==> config.mk <==
export PLATFORM = sky130hd
export DESIGN_NAME = sctrl_top
export DESIGN_NICKNAME = d
export VERILOG_FILES = /design/src/logic/sctrl_pkg.sv /design/src/logic/sctrl_rx_if.sv /design/src/logic/sctrl_rxbuf.sv /design/src/logic/sctrl_irq_edge.sv /design/src/logic/sctrl_top.sv
export SDC_FILE = /design/constraint.sdc
export NUM_CORES = 1
export LEC_CHECK = 0
export BUFFER_PORTS_ARGS = -buffer_cell sky130_fd_sc_hd__buf_2
export CORE_ASPECT_RATIO = 0.5
export CORE_UTILIZATION = 49
export DETAILED_ROUTE_END_ITERATION = 6
export MAX_ROUTING_LAYER = met4
export PLACE_DENSITY_LB_ADDON = 0.1
export SYNTH_ARGS = -nofsm -noshare
export SYNTH_HDL_FRONTEND = slang
export SYNTH_HIERARCHICAL = 1
export SYNTH_SLANG_ARGS = --single-unit
==> constraint.sdc <==
create_clock -name clk_sys_in -period 2.1 [get_ports clk_sys_in]
set_clock_uncertainty 0.15 [all_clocks]
set_input_delay 0.21 -clock clk_sys_in [delete_from_list [all_inputs] [get_ports clk_sys_in]]
set_output_delay 0.21 -clock clk_sys_in [all_outputs]
set_load 0.02 [all_outputs]
==> src/logic/sctrl_pkg.sv <==
// Summary of operation
// - Control bit 0 enables transmit, resets 0
// - Bit 1 reads 1 when transmit buffer empty
// - Control bit 2 enables receive, resets 0
// - Bit 3 set while receive buffer holds data
// - Receive buffer read clears receive-complete flag
// - Bit 4 picks transmit interrupt source
// - Bit 5 continuous receive; bits 6-7 unassigned
// - Receive word: data 0-8, bits 9-11 undefined
// - Overrun bit 12, framing 13, parity 14
// - Bit 15 is OR of three error flags
// - Mode 000 or receive disable clears errors
// - Buffer read clears parity and framing only
// - Synchronous mode: framing, parity, sum undefined
// - Mode codes: off, sync, async 7/8/9
// - Shift-empty flag 1 when transmission completed
package sctrl_pkg;
   localparam int SCTRL_CH = 2;
   localparam int RX_W = 9;
   // Printed offsets are register indices; byte address = index * 4
   localparam logic [9:0] IDX_MR_0 = 10'h0A0;
   localparam logic [9:0] IDX_TB_0 = 10'h0A2;
   localparam logic [9:0] IDX_C0_0 = 10'h0A4;
   localparam logic [9:0] IDX_C1_0 = 10'h0A5;
   localparam logic [9:0] IDX_RB_0 = 10'h0A6;
   localparam logic [9:0] IDX_MR_1 = 10'h160;
   localparam logic [9:0] IDX_TB_1 = 10'h162;
   localparam logic [9:0] IDX_C0_1 = 10'h164;
   localparam logic [9:0] IDX_C1_1 = 10'h165;
   localparam logic [9:0] IDX_RB_1 = 10'h166;
   localparam int C1_TE = 0;
   localparam int C1_TI = 1;
   localparam int C1_RE = 2;
   localparam int C1_RI = 3;
   localparam int C1_IRS = 4;
   localparam int C1_RRM = 5;
   localparam int C0_TX_SHIFT_EMPTY_FLAG = 3;
   localparam int RB_OER = 12;
   localparam int RB_FER = 13;
   localparam int RB_PER = 14;
   localparam int RB_SUM = 15;
   localparam logic [7:0] C1_RESET = 8'h02;
   localparam logic [2:0] MODE_OFF = 3'h0;
   localparam logic [2:0] MODE_SYNC = 3'h1;
   localparam logic [2:0] MODE_ASYNC7 = 3'h4;
   localparam logic [2:0] MODE_ASYNC8 = 3'h5;
   localparam logic [2:0] MODE_ASYNC9 = 3'h6;
   typedef enum logic [2:0] {K_NONE, K_MR, K_TB, K_C0, K_C1, K_RB}
      sctrl_kind_type;
   typedef struct packed {
      sctrl_kind_type kind;
      logic ch;
   } sctrl_sel_type;
   typedef enum logic {ST_IDLE = 1'b0, ST_BUSY = 1'b1} sctrl_state_type;
endpackage : sctrl_pkg

==> src/logic/sctrl_rx_if.sv <==
`timescale 1ns/1ns
interface sctrl_rx_if;
   import sctrl_pkg::*;
   logic rx_done;
   logic [RX_W-1:0] rx_data;
   logic rx_fer;
   logic rx_per;
   logic rd_strobe;
   logic err_clear;
   logic sync_mode;
   logic full;
   logic [15:0] rb_word;
   modport ctrl (output rx_done, rx_data, rx_fer, rx_per, rd_strobe,
      err_clear, sync_mode, input full, rb_word);
   modport store (input rx_done, rx_data, rx_fer, rx_per, rd_strobe,
      err_clear, sync_mode, output full, rb_word);
endinterface : sctrl_rx_if

==> src/logic/sctrl_rxbuf.sv <==
`timescale 1ns/1ns
module sctrl_rxbuf
   import sctrl_pkg::*;
(
   input wire logic clk_sys_in,
   input wire logic rst_n_in,
   sctrl_rx_if.store rx
);
   logic [RX_W-1:0] data_ff;
   logic full_ff;
   logic oer_ff;
   logic fer_ff;
   logic per_ff;
   logic take;

   // Old word is kept on overrun; a read in the same cycle frees it
   assign take = rx.rx_done & (~full_ff | rx.rd_strobe);

   always_ff @(posedge clk_sys_in)
   begin
      if (!rst_n_in)
      begin
         data_ff <= '0;
         full_ff <= 1'b0;
      end
      else if (take)
      begin
         data_ff <= rx.rx_data;
         full_ff <= 1'b1;
      end
      else if (rx.rd_strobe)
         full_ff <= 1'b0;
   end

   always_ff @(posedge clk_sys_in)
   begin
      if (!rst_n_in)
         oer_ff <= 1'b0;
      else if (rx.rx_done & full_ff & ~rx.rd_strobe)
         oer_ff <= 1'b1;
      else if (rx.err_clear)
         oer_ff <= 1'b0;
   end

   always_ff @(posedge clk_sys_in)
   begin
      if (!rst_n_in)
      begin
         fer_ff <= 1'b0;
         per_ff <= 1'b0;
      end
      else if (take)
      begin
         fer_ff <= rx.rx_fer;
         per_ff <= rx.rx_per;
      end
      else if (rx.err_clear | rx.rd_strobe)
      begin
         fer_ff <= 1'b0;
         per_ff <= 1'b0;
      end
   end

   assign rx.full = full_ff;
   always_comb
   begin
      rx.rb_word = '0;
      rx.rb_word[RX_W-1:0] = data_ff;
      rx.rb_word[RB_OER] = oer_ff;
      // Sync mode: framing, parity and sum carry no meaning, read 0
      if (!rx.sync_mode)
      begin
         rx.rb_word[RB_FER] = fer_ff;
         rx.rb_word[RB_PER] = per_ff;
         rx.rb_word[RB_SUM] = oer_ff | fer_ff | per_ff;
      end
   end
endmodule : sctrl_rxbuf

==> src/logic/sctrl_irq_edge.sv <==
`timescale 1ns/1ns
module sctrl_irq_edge (
   input wire logic clk_sys_in,
   input wire logic rst_n_in,
   input wire logic sel_in,
   input wire logic buf_empty_in,
   input wire logic shift_empty_in,
   output logic irq_out
);
   logic cond;
   logic prev_ff;
   logic irq_ff;

   assign cond = sel_in ? shift_empty_in : buf_empty_in;
   // Both conditions are 1 out of reset, so no request fires then
   always_ff @(posedge clk_sys_in)
   begin
      if (!rst_n_in)
      begin
         prev_ff <= 1'b1;
         irq_ff <= 1'b0;
      end
      else
      begin
         prev_ff <= cond;
         irq_ff <= cond & ~prev_ff;
      end
   end
   assign irq_out = irq_ff;
endmodule : sctrl_irq_edge

==> src/logic/sctrl_top.sv <==
`timescale 1ns/1ns
module sctrl_top
   import sctrl_pkg::*;
#(
   parameter int HADDR_W = 12
)
(
   input wire logic clk_sys_in,
   input wire logic rst_n_in,
   input wire logic hsel_in,
   input wire logic [31:0] haddr_in,
   input wire logic [1:0] htrans_in,
   input wire logic hwrite_in,
   input wire logic [2:0] hsize_in,
   input wire logic [31:0] hwdata_in,
   input wire logic hready_in,
   output logic [31:0] hrdata_out,
   output logic hreadyout_out,
   output logic hresp_out,
   input wire logic [sctrl_pkg::SCTRL_CH-1:0] eng_rx_done_in,
   input wire logic [sctrl_pkg::SCTRL_CH-1:0][sctrl_pkg::RX_W-1:0]
      eng_rx_data_in,
   input wire logic [sctrl_pkg::SCTRL_CH-1:0] eng_rx_fer_in,
   input wire logic [sctrl_pkg::SCTRL_CH-1:0] eng_rx_per_in,
   input wire logic [sctrl_pkg::SCTRL_CH-1:0] eng_tx_taken_in,
   input wire logic [sctrl_pkg::SCTRL_CH-1:0] eng_tx_shift_empty_in,
   output logic [sctrl_pkg::SCTRL_CH-1:0] tx_enable_out,
   output logic [sctrl_pkg::SCTRL_CH-1:0] rx_enable_out,
   output logic [sctrl_pkg::SCTRL_CH-1:0] cont_rx_out,
   output logic [sctrl_pkg::SCTRL_CH-1:0][2:0] serial_mode_out,
   output logic [sctrl_pkg::SCTRL_CH-1:0][sctrl_pkg::RX_W-1:0]
      tx_data_out,
   output logic [sctrl_pkg::SCTRL_CH-1:0] tx_buf_empty_out,
   output logic [sctrl_pkg::SCTRL_CH-1:0] tx_irq_out
);
   import sctrl_pkg::*;

   if (HADDR_W < 12 || HADDR_W > 32)
   begin : g_bad_width
      $error("HADDR_W must lie between 12 and 32");
   end

   localparam logic [9:0] IDX_MR [SCTRL_CH] = '{IDX_MR_0, IDX_MR_1};
   localparam logic [9:0] IDX_TB [SCTRL_CH] = '{IDX_TB_0, IDX_TB_1};
   localparam logic [9:0] IDX_C0 [SCTRL_CH] = '{IDX_C0_0, IDX_C0_1};
   localparam logic [9:0] IDX_C1 [SCTRL_CH] = '{IDX_C1_0, IDX_C1_1};
   localparam logic [9:0] IDX_RB [SCTRL_CH] = '{IDX_RB_0, IDX_RB_1};

   // Word decode; address bits above the map must be zero
   function automatic sctrl_sel_type reg_decode(input logic [31:0] addr);
      sctrl_sel_type s;
      logic [9:0] idx;
      s.kind = K_NONE;
      s.ch = 1'b0;
      idx = addr[11:2];
      if (addr[31:12] == 20'h0)
      begin
         for (int c = 0; c < SCTRL_CH; c++)
         begin
            if (idx == IDX_MR[c])
            begin
               s.kind = K_MR;
               s.ch = c[0];
            end
            if (idx == IDX_TB[c])
            begin
               s.kind = K_TB;
               s.ch = c[0];
            end
            if (idx == IDX_C0[c])
            begin
               s.kind = K_C0;
               s.ch = c[0];
            end
            if (idx == IDX_C1[c])
            begin
               s.kind = K_C1;
               s.ch = c[0];
            end
            if (idx == IDX_RB[c])
            begin
               s.kind = K_RB;
               s.ch = c[0];
            end
         end
      end
      return s;
   endfunction : reg_decode

   sctrl_state_type state_ff;
   sctrl_sel_type sel_ff;
   logic wr_ff;
   logic hreadyout_ff;
   logic [31:0] hrdata_ff;
   logic [31:0] rd_word;
   logic taken;
   logic do_write;
   logic do_read;

   logic [SCTRL_CH-1:0] te_ff;
   logic [SCTRL_CH-1:0] re_ff;
   logic [SCTRL_CH-1:0] irs_ff;
   logic [SCTRL_CH-1:0] rrm_ff;
   logic [SCTRL_CH-1:0] ti_ff;
   logic [SCTRL_CH-1:0][2:0] mode_ff;
   logic [SCTRL_CH-1:0][RX_W-1:0] tb_ff;
   logic [SCTRL_CH-1:0] rd_rb;
   logic [SCTRL_CH-1:0] err_clr;
   logic [SCTRL_CH-1:0] full;
   logic [SCTRL_CH-1:0][15:0] rb_word;

   sctrl_rx_if rx_bus [SCTRL_CH] ();

   // A write's data only exists in the cycle after its address phase
   assign taken = hsel_in & hready_in & htrans_in[1];
   assign do_write = (state_ff == ST_BUSY) & wr_ff;
   assign do_read = (state_ff == ST_BUSY) & ~wr_ff;

   // One wait state on every transfer keeps write-then-read coherent
   always_ff @(posedge clk_sys_in)
   begin
      if (!rst_n_in)
      begin
         state_ff <= ST_IDLE;
         hreadyout_ff <= 1'b1;
         wr_ff <= 1'b0;
         sel_ff <= '{kind: K_NONE, ch: 1'b0};
      end
      else
      begin
         unique case (state_ff)
            ST_IDLE:
            begin
               if (taken)
               begin
                  state_ff <= ST_BUSY;
                  hreadyout_ff <= 1'b0;
                  wr_ff <= hwrite_in;
                  sel_ff <= reg_decode(haddr_in);
               end
            end
            ST_BUSY:
            begin
               state_ff <= ST_IDLE;
               hreadyout_ff <= 1'b1;
            end
         endcase
      end
   end

   always_comb
   begin
      rd_word = '0;
      unique case (sel_ff.kind)
         K_MR:
            rd_word[2:0] = mode_ff[sel_ff.ch];
         K_C0:
            rd_word[C0_TX_SHIFT_EMPTY_FLAG] = eng_tx_shift_empty_in[sel_ff.ch];
         K_C1:
         begin
            rd_word[C1_TE] = te_ff[sel_ff.ch];
            rd_word[C1_TI] = ti_ff[sel_ff.ch];
            rd_word[C1_RE] = re_ff[sel_ff.ch];
            rd_word[C1_RI] = full[sel_ff.ch];
            rd_word[C1_IRS] = irs_ff[sel_ff.ch];
            rd_word[C1_RRM] = rrm_ff[sel_ff.ch];
         end
         K_RB:
            rd_word[15:0] = rb_word[sel_ff.ch];
         default:
            rd_word = '0;
      endcase
   end

   always_ff @(posedge clk_sys_in)
   begin
      if (!rst_n_in)
         hrdata_ff <= '0;
      else if (do_read)
         hrdata_ff <= rd_word;
   end

   // Enable and option bits of the second control register
   always_ff @(posedge clk_sys_in)
   begin
      if (!rst_n_in)
      begin
         te_ff <= {SCTRL_CH{C1_RESET[C1_TE]}};
         re_ff <= {SCTRL_CH{C1_RESET[C1_RE]}};
         irs_ff <= {SCTRL_CH{C1_RESET[C1_IRS]}};
         rrm_ff <= {SCTRL_CH{C1_RESET[C1_RRM]}};
      end
      else if (do_write && sel_ff.kind == K_C1)
      begin
         te_ff[sel_ff.ch] <= hwdata_in[C1_TE];
         re_ff[sel_ff.ch] <= hwdata_in[C1_RE];
         irs_ff[sel_ff.ch] <= hwdata_in[C1_IRS];
         // Async mode needs this off; software keeps it so
         rrm_ff[sel_ff.ch] <= hwdata_in[C1_RRM];
      end
   end

   // Codes outside the documented set are stored as written
   always_ff @(posedge clk_sys_in)
   begin
      if (!rst_n_in)
         mode_ff <= {SCTRL_CH{MODE_OFF}};
      else if (do_write && sel_ff.kind == K_MR)
         mode_ff[sel_ff.ch] <= hwdata_in[2:0];
   end

   always_ff @(posedge clk_sys_in)
   begin
      if (!rst_n_in)
         tb_ff <= '0;
      else if (do_write && sel_ff.kind == K_TB)
         tb_ff[sel_ff.ch] <= hwdata_in[RX_W-1:0];
   end

   // Engine take wins over a write landing in the same cycle
   always_ff @(posedge clk_sys_in)
   begin
      if (!rst_n_in)
         ti_ff <= {SCTRL_CH{C1_RESET[C1_TI]}};
      else
      begin
         for (int c = 0; c < SCTRL_CH; c++)
         begin
            if (eng_tx_taken_in[c])
               ti_ff[c] <= 1'b1;
            else if (do_write && sel_ff.kind == K_TB && sel_ff.ch == c[0])
               ti_ff[c] <= 1'b0;
         end
      end
   end

   for (genvar g = 0; g < SCTRL_CH; g++)
   begin : g_ch
      // Every word read of the buffer counts as a high-byte read
      assign rd_rb[g] = do_read && sel_ff.kind == K_RB
         && sel_ff.ch == 1'(g);
      assign err_clr[g] = do_write && sel_ff.ch == 1'(g)
         && ((sel_ff.kind == K_MR && hwdata_in[2:0] == MODE_OFF)
         || (sel_ff.kind == K_C1 && !hwdata_in[C1_RE]));
      assign rx_bus[g].rx_done = eng_rx_done_in[g];
      assign rx_bus[g].rx_data = eng_rx_data_in[g];
      assign rx_bus[g].rx_fer = eng_rx_fer_in[g];
      assign rx_bus[g].rx_per = eng_rx_per_in[g];
      assign rx_bus[g].rd_strobe = rd_rb[g];
      assign rx_bus[g].err_clear = err_clr[g];
      assign rx_bus[g].sync_mode = mode_ff[g] == MODE_SYNC;
      assign full[g] = rx_bus[g].full;
      assign rb_word[g] = rx_bus[g].rb_word;

      sctrl_rxbuf u_rxbuf (
         .clk_sys_in(clk_sys_in),
         .rst_n_in(rst_n_in),
         .rx(rx_bus[g].store)
      );

      sctrl_irq_edge u_irq (
         .clk_sys_in(clk_sys_in),
         .rst_n_in(rst_n_in),
         .sel_in(irs_ff[g]),
         .buf_empty_in(ti_ff[g]),
         .shift_empty_in(eng_tx_shift_empty_in[g]),
         .irq_out(tx_irq_out[g])
      );
   end

   assign hrdata_out = hrdata_ff;
   assign hreadyout_out = hreadyout_ff;
   assign hresp_out = 1'b0;
   assign tx_enable_out = te_ff;
   assign rx_enable_out = re_ff;
   assign cont_rx_out = rrm_ff;
   assign serial_mode_out = mode_ff;
   assign tx_data_out = tb_ff;
   assign tx_buf_empty_out = ti_ff;
endmodule : sctrl_top

Word level (Yosys, flattened, before mapping)
Index checks and enable logic that the tools add are counted.

Register bits: 87. Output and inout bits: 68. Word-level logic and storage cells: 175. Memories kept: 0. RAM bits: 0. Input port bits: 102. ROM bits: 0. Latch bits: 0.

$lt $le $gt $ge: 2. Div/mod/pow operators: 0. Bitwise operators: 30. Shifts and indexed selects: 0. Reduce and logical (&&, ||, !) cells: 28. Equal/unequal tests: 18. $add $sub $neg: 0. Muxes and demuxes: 67. Multipliers: 0.

Operators with widths (count): $eq 10x8->1 const B (5); $eq 10x9->1 const B (5); $mux 4 (10); $mux 1 (33); $mux 16 (2); $logic_not 20->1 (1); $bwmux 18 (1); $logic_and 1x1->1 (15); $mux 3 (5); $and 1x1->1 (12); $reduce_bool 2->1 (6); $mux 10 (1); $not 1->1 (10); $demux 9 s1 (1); $eq 3x1->1 const B (3); $mux 9 (1); $pmux 3 s3 (1); $bwmux 2 (4); $or 1x1->1 (8); $bwmux 6 (1); $eq 3x2->1 const B (2); $eq 3x3->1 const B (2); $pmux 1 s2 (2); $pmux 2 s2 (1); other kinds (12) (13).

Longest topological paths before layout
Depth in word-level cells: 12. Depth in mapped cells: 8. Gate-level depth less buffers: 7.

Cells and area by module
Netlist, hierarchy kept.

Modules (own cells, without submodules): sctrl_top (times used 1, area each 2859.0 sq um, cells an instance 296); sctrl_rxbuf (times used 2, area each 588.1 sq um, cells an instance 65); sctrl_irq_edge (times used 2, area each 66.3 sq um, cells an instance 5).

Least setup slack after synthesis
OpenSTA, ideal clock, no wires.

Kind: flip-flop to flip-flop. From: reg sel_ff[3] in the netlist's numbering. To: reg g_ch[0].u_rxbuf.data_ff[0]. Clock period less this slack: 1.807 ns. Required time: 1.830 ns. Data arrival time: 1.537 ns. Path slack: 0.293 ns. Stages on the path, launching flop included: 9. Setup time: 0.120 ns. Cell sequence: dfxtp_1 -> and4bb_2 -> nand2_1 -> buf_2 -> nor2_1 -> nor2b_4 -> nand2b_4 -> buf_6 -> mux2i_1.

Longest elaborated chain between the ends: 5.

Ends and longest elaborated chain: start, declared (line sctrl_top.sv:91) `sctrl_sel_type sel_ff;`; start signal, assigned (line sctrl_top.sv:127) `sel_ff <= '{kind: K_NONE, ch: 1'b0};`; start signal, assigned (line sctrl_top.sv:139) `sel_ff <= reg_decode(haddr_in);`; $eq 3x3->1 (line sctrl_top.sv:240) `assign rd_rb[g] = do_read && sel_ff.kind == K_RB`; $logic_and 1x1->1 (line sctrl_top.sv:240); $logic_and 1x1->1 (line sctrl_top.sv:241) `&& sel_ff.ch == 1'(g);`; named net rx_bus[0].rd_strobe (line sctrl_rx_if.sv:8) `logic rd_strobe;`; $or 1x1->1 (line sctrl_rxbuf.sv:17) `assign take = rx.rx_done & (~full_ff | rx.rd_strobe);`; $and 1x1->1 (line sctrl_rxbuf.sv:17); end signal, assigned (line sctrl_rxbuf.sv:28) `data_ff <= rx.rx_data;`; end, declared (line sctrl_rxbuf.sv:9) `logic [RX_W-1:0] data_ff;`.

The timed path passes the listed nets, and every way through them passes these cells. A chain may end at the register's enable or synchronous reset.

Worst setup path in the final report
From: reg sel_ff[1] in the netlist's numbering. To: reg tb_ff, in the netlist tx_data_out[5].

Longest elaborated chain between the ends: 2.

Ends and longest elaborated chain: $eq 3x2->1 (line sctrl_top.sv:216) `else if (do_write && sel_ff.kind == K_TB)`; $logic_and 1x1->1 (line sctrl_top.sv:216); end signal, assigned by index (line sctrl_top.sv:217) `tb_ff[sel_ff.ch] <= hwdata_in[RX_W-1:0];`; end, declared (line sctrl_top.sv:106) `logic [SCTRL_CH-1:0][RX_W-1:0] tb_ff;`.

No other way between the ends.

==> results.json <==
{
  "synth.avg_cell_area_um2": 9.56,
  "total_wire_length_um": 9650,
  "crit_start": "sel_ff[1]$_SDFFE_PN0P_",
  "synth.lib_cells_used.distinct": 47,
  "cts-htree-levels": 3,
  "core-area_um2": 8120,
  "end_kind": "register",
  "netlist_area_um2": 4170,
  "buffers_from_clock_root_to_sink_at_most": 2,
  "clk_transition_reported_paths_ps": 60,
  "post-route-min-period_ps": 1850,
  "cts.sinks": 87,
  "max_cap_viol_count": 0,
  "timing.reg2reg.worst_path_depth": 4,
  "avgRoutedWirePerCell_um": 13.8,
  "worst_ep_arrival_time_ps": 1930,
  "vias": 3407,
  "timing.hold.worst.class": "in2reg",
  "fp-row-count": 23,
  "r2r-start": "sel_ff[1]$_SDFFE_PN0P_",
  "postSynth.asyncResetShare_pct": 0,
  "worst-slew-pin-transition_ps": 654,
  "area_delta_synth_final_pct": 28.4,
  "power.density_cell_area_nw_per_um2": 643,
  "worst_slew_margin_rel_pct": 56.3,
  "switchingPower_mw": 0.796,
  "detailed_place_hpwl_um": 6850,
  "final_layout_size_suffix_gt1_share_pct": 28.7,
  "insertion_delay_ps": 330,
  "cts_root_buffer": "sky130_fd_sc_hd__clkbuf_16",
  "yosys_warnings": 6,
  "tritoncts_clock_tree": "done",
  "io_buffers": 123,
  "fp.dieH_um": 67.2,
  "grt.total_usage_pct": 23.8,
  "grt_setup_unrepaired": "no",
  "drtPass1Iterations": 4,
  "globalRouteOverflowTotal": 0,
  "vias_in_the_first_global_route": 3308,
  "routabilityCongestion": 0.780,
  "share_of_synthesized_area_occupied_by_flip_flops_and_latches_pct": 41.8,
  "power_mw": 3.44,
  "top_level_ports": 170,
  "avgViaCountPerCell": 4.86,
  "maxSlewViolCount": 0,
  "setup_fix_buffers_added_after_clock_tree_synthesis": 0,
  "start_util_pct": 51.4,
  "diodes": 0,
  "die_x_um": 132,
  "seqPwrFrac_pct": 49.7,
  "fin_tns_setup_ps": 0,
  "nNetsFinal": 686,
  "die_area_um2": 8900,
  "hp-start": "haddr_in[8]",
  "antenna_left": 0,
  "power.leakage_nw": 2.47,
  "drcViolationCount": 0,
  "detailedRoute.firstIterationViolations": 156,
  "synthesis.instances": 436,
  "timing_worst_setup_path_type": "reg2reg",
  "maximum_number_of_pins_on_one_net_before_global_route_repair": 70,
  "finalHoldViolations": 0,
  "cp_max_fo": 10,
  "holdPathStages": 3,
  "post_dp_cell_area_um2": 4770,
  "cts_made_buffers": 9,
  "post_route_cell_area_um2": 5350,
  "yosys_register_bits": 87,
  "cellInternalPower_mw": 2.64,
  "worst_ep_required_time_ps": 2170,
  "layout_worst_path_cycle_share_pct": 88.2,
  "sw_frac_of_total_pct": 23.1,
  "setup_viol": 0,
  "final_common_cell": "sky130_fd_sc_hd__buf_2",
  "layout.cells.most_common_list": "sky130_fd_sc_hd__buf_2 (123), sky130_fd_sc_hd__dfxtp_1 (87), sky130_fd_sc_hd__mux2i_1 (71)",
  "grt_first_pass_wirelength_um": 15700,
  "worst_setup_path_start_kind": "register",
  "pwr-share-clk_pct": 41.0,
  "status": "complete, no violations",
  "comb_power_share_pct": 9.3,
  "timing.fmax_ghz": 0.540,
  "synth_flop_cell": "sky130_fd_sc_hd__dfxtp_1",
  "initial_antenna_violation_count": 0,
  "number_of_enable_flip_flop_cells_after_synthesis": 0,
  "irDropWorstVdd_mv": 0.427
}
path summary, 6_finish.rpt:
check / slack, ps / end
hold / removal: 8 / sel_ff[0]$_SDFFE_PN0P_
setup / recovery: 250 / tx_data_out[5]$_SDFFE_PN0P_
setup reg to reg: 250 / tx_data_out[5]$_SDFFE_PN0P_
hold reg to reg: 260 / g_ch[1].u_irq/irq_out$_SDFF_PN0_
power by group through the flow:
stage / logic (mW) / registers, mW / clock network [mW]
CTS: 0.318 / 1.71 / 1.45
finish: 0.321 / 1.71 / 1.41
floorplan: 0.203 / 1.74 / 0
detailed placement: 0.272 / 1.75 / 0
global route: 0.353 / 1.71 / 1.52
global placement: 0.270 / 1.75 / 0
flip-flops by register name (all words and copies together) (netlist names):
signal and flops:
serial_mode_out 6, g_ch.u_rxbuf/rx.full 2, tx_enable_out 2, hreadyout_out 1, state_ff 1, g_ch.u_rxbuf/fer_ff 2
hrdata_out 16, rx_enable_out 2, wr_ff 1, g_ch.u_rxbuf/per_ff 2, sel_ff 4, g_ch.u_rxbuf/data_ff 18
g_ch.u_irq/irq_out 2, g_ch.u_irq/prev_ff 2, tx_data_out 18, tx_buf_empty_out 2, g_ch.u_rxbuf/oer_ff 2, cont_rx_out 2
irs_ff 2
metal layers:
metal,up-vias,track usage (%),share of wire [%]
li1,1740,-,-
met1,1566,29.2,48
met2,89,39.3,46
met3,12,6.46,4.8
met4,0,6.90,1.3
met5,-,-,0
Yosys cell counts (3+ instances only):
library cell | instances | area, um^2
sky130_fd_sc_hd__clkbuf_1 | 7 | 26.3
sky130_fd_sc_hd__nand2b_1 | 3 | 18.8
sky130_fd_sc_hd__o21ai_0 | 17 | 85.1
sky130_fd_sc_hd__nand2_1 | 63 | 236
sky130_fd_sc_hd__nor4_1 | 5 | 31.3
sky130_fd_sc_hd__buf_6 | 3 | 33.8
sky130_fd_sc_hd__mux2i_1 | 71 | 711
sky130_fd_sc_hd__nand3_1 | 11 | 55.1
sky130_fd_sc_hd__buf_2 | 10 | 50.1
sky130_fd_sc_hd__and2_1 | 14 | 87.6
sky130_fd_sc_hd__nor2b_1 | 45 | 282
sky130_fd_sc_hd__inv_1 | 3 | 11.3
sky130_fd_sc_hd__buf_4 | 27 | 203
sky130_fd_sc_hd__conb_1 | 3 | 11.3
sky130_fd_sc_hd__nor2_1 | 10 | 37.5
sky130_fd_sc_hd__nor3b_1 | 3 | 22.5
sky130_fd_sc_hd__mux4_2 | 4 | 90.1
sky130_fd_sc_hd__dfxtp_1 | 87 | 1740
sky130_fd_sc_hd__mux2_2 | 3 | 33.8
sky130_fd_sc_hd__a21oi_1 | 8 | 40.0
metrics by stage:
stage	setup slack, ps	utilization, %	hold WS, ps	instances
2_1_floorplan	293	-	122	456
3_3_place_gp	218	58.8	247	653
3_5_place_dp	230	58.8	248	653
4_1_cts	203	65.9	2.23	701
5_1_grt	126	65.9	6.35	701
6_report	247	65.9	7.55	701
logic make-up (layout without fill, tap and decap cells):
logic type,Yosys count,after routing,share of synthesized area [%]
xor gates and xnor gates,2,2,0.420
DFF,87,87,41.8
muxes,78,78,20.0
buffers and inverters,51,184,7.90
and+or+nand+nor,177,177,23.9
AOI/OAI and AO/OA,38,38,5.70
other,3,23,0.270
timing repair:
item,4_1_cts,5_1_grt
endpoints found under the hold margin,34,0
endpoints found under the setup margin,0,2
resized for setup,0,1
hold buffers,32,0
worst max-delay path, cell delays in order, from the launching register on:
cell and delay [ps]:
sky130_fd_sc_hd__dfxtp_1 410, sky130_fd_sc_hd__nor2_1 220, sky130_fd_sc_hd__and4_1 640, sky130_fd_sc_hd__mux2i_1 250
sky130_fd_sc_hd__nor2b_1 60
final cells by class:
| class | instances | area [um^2] |
|---|---|---|
| Fill cell | 727 | 2770 |
| Multi-Input combinational cell | 318 | 2180 |
| Sequential cell | 87 | 1740 |
| Timing Repair Buffer | 165 | 1020 |
| Clock buffer | 11 | 233 |
| Tap cell | 112 | 140 |
| Clock inverter | 5 | 25.0 |
| Inverter | 3 | 11.3 |
Note: power is estimated with default switching activity, not from simulation.
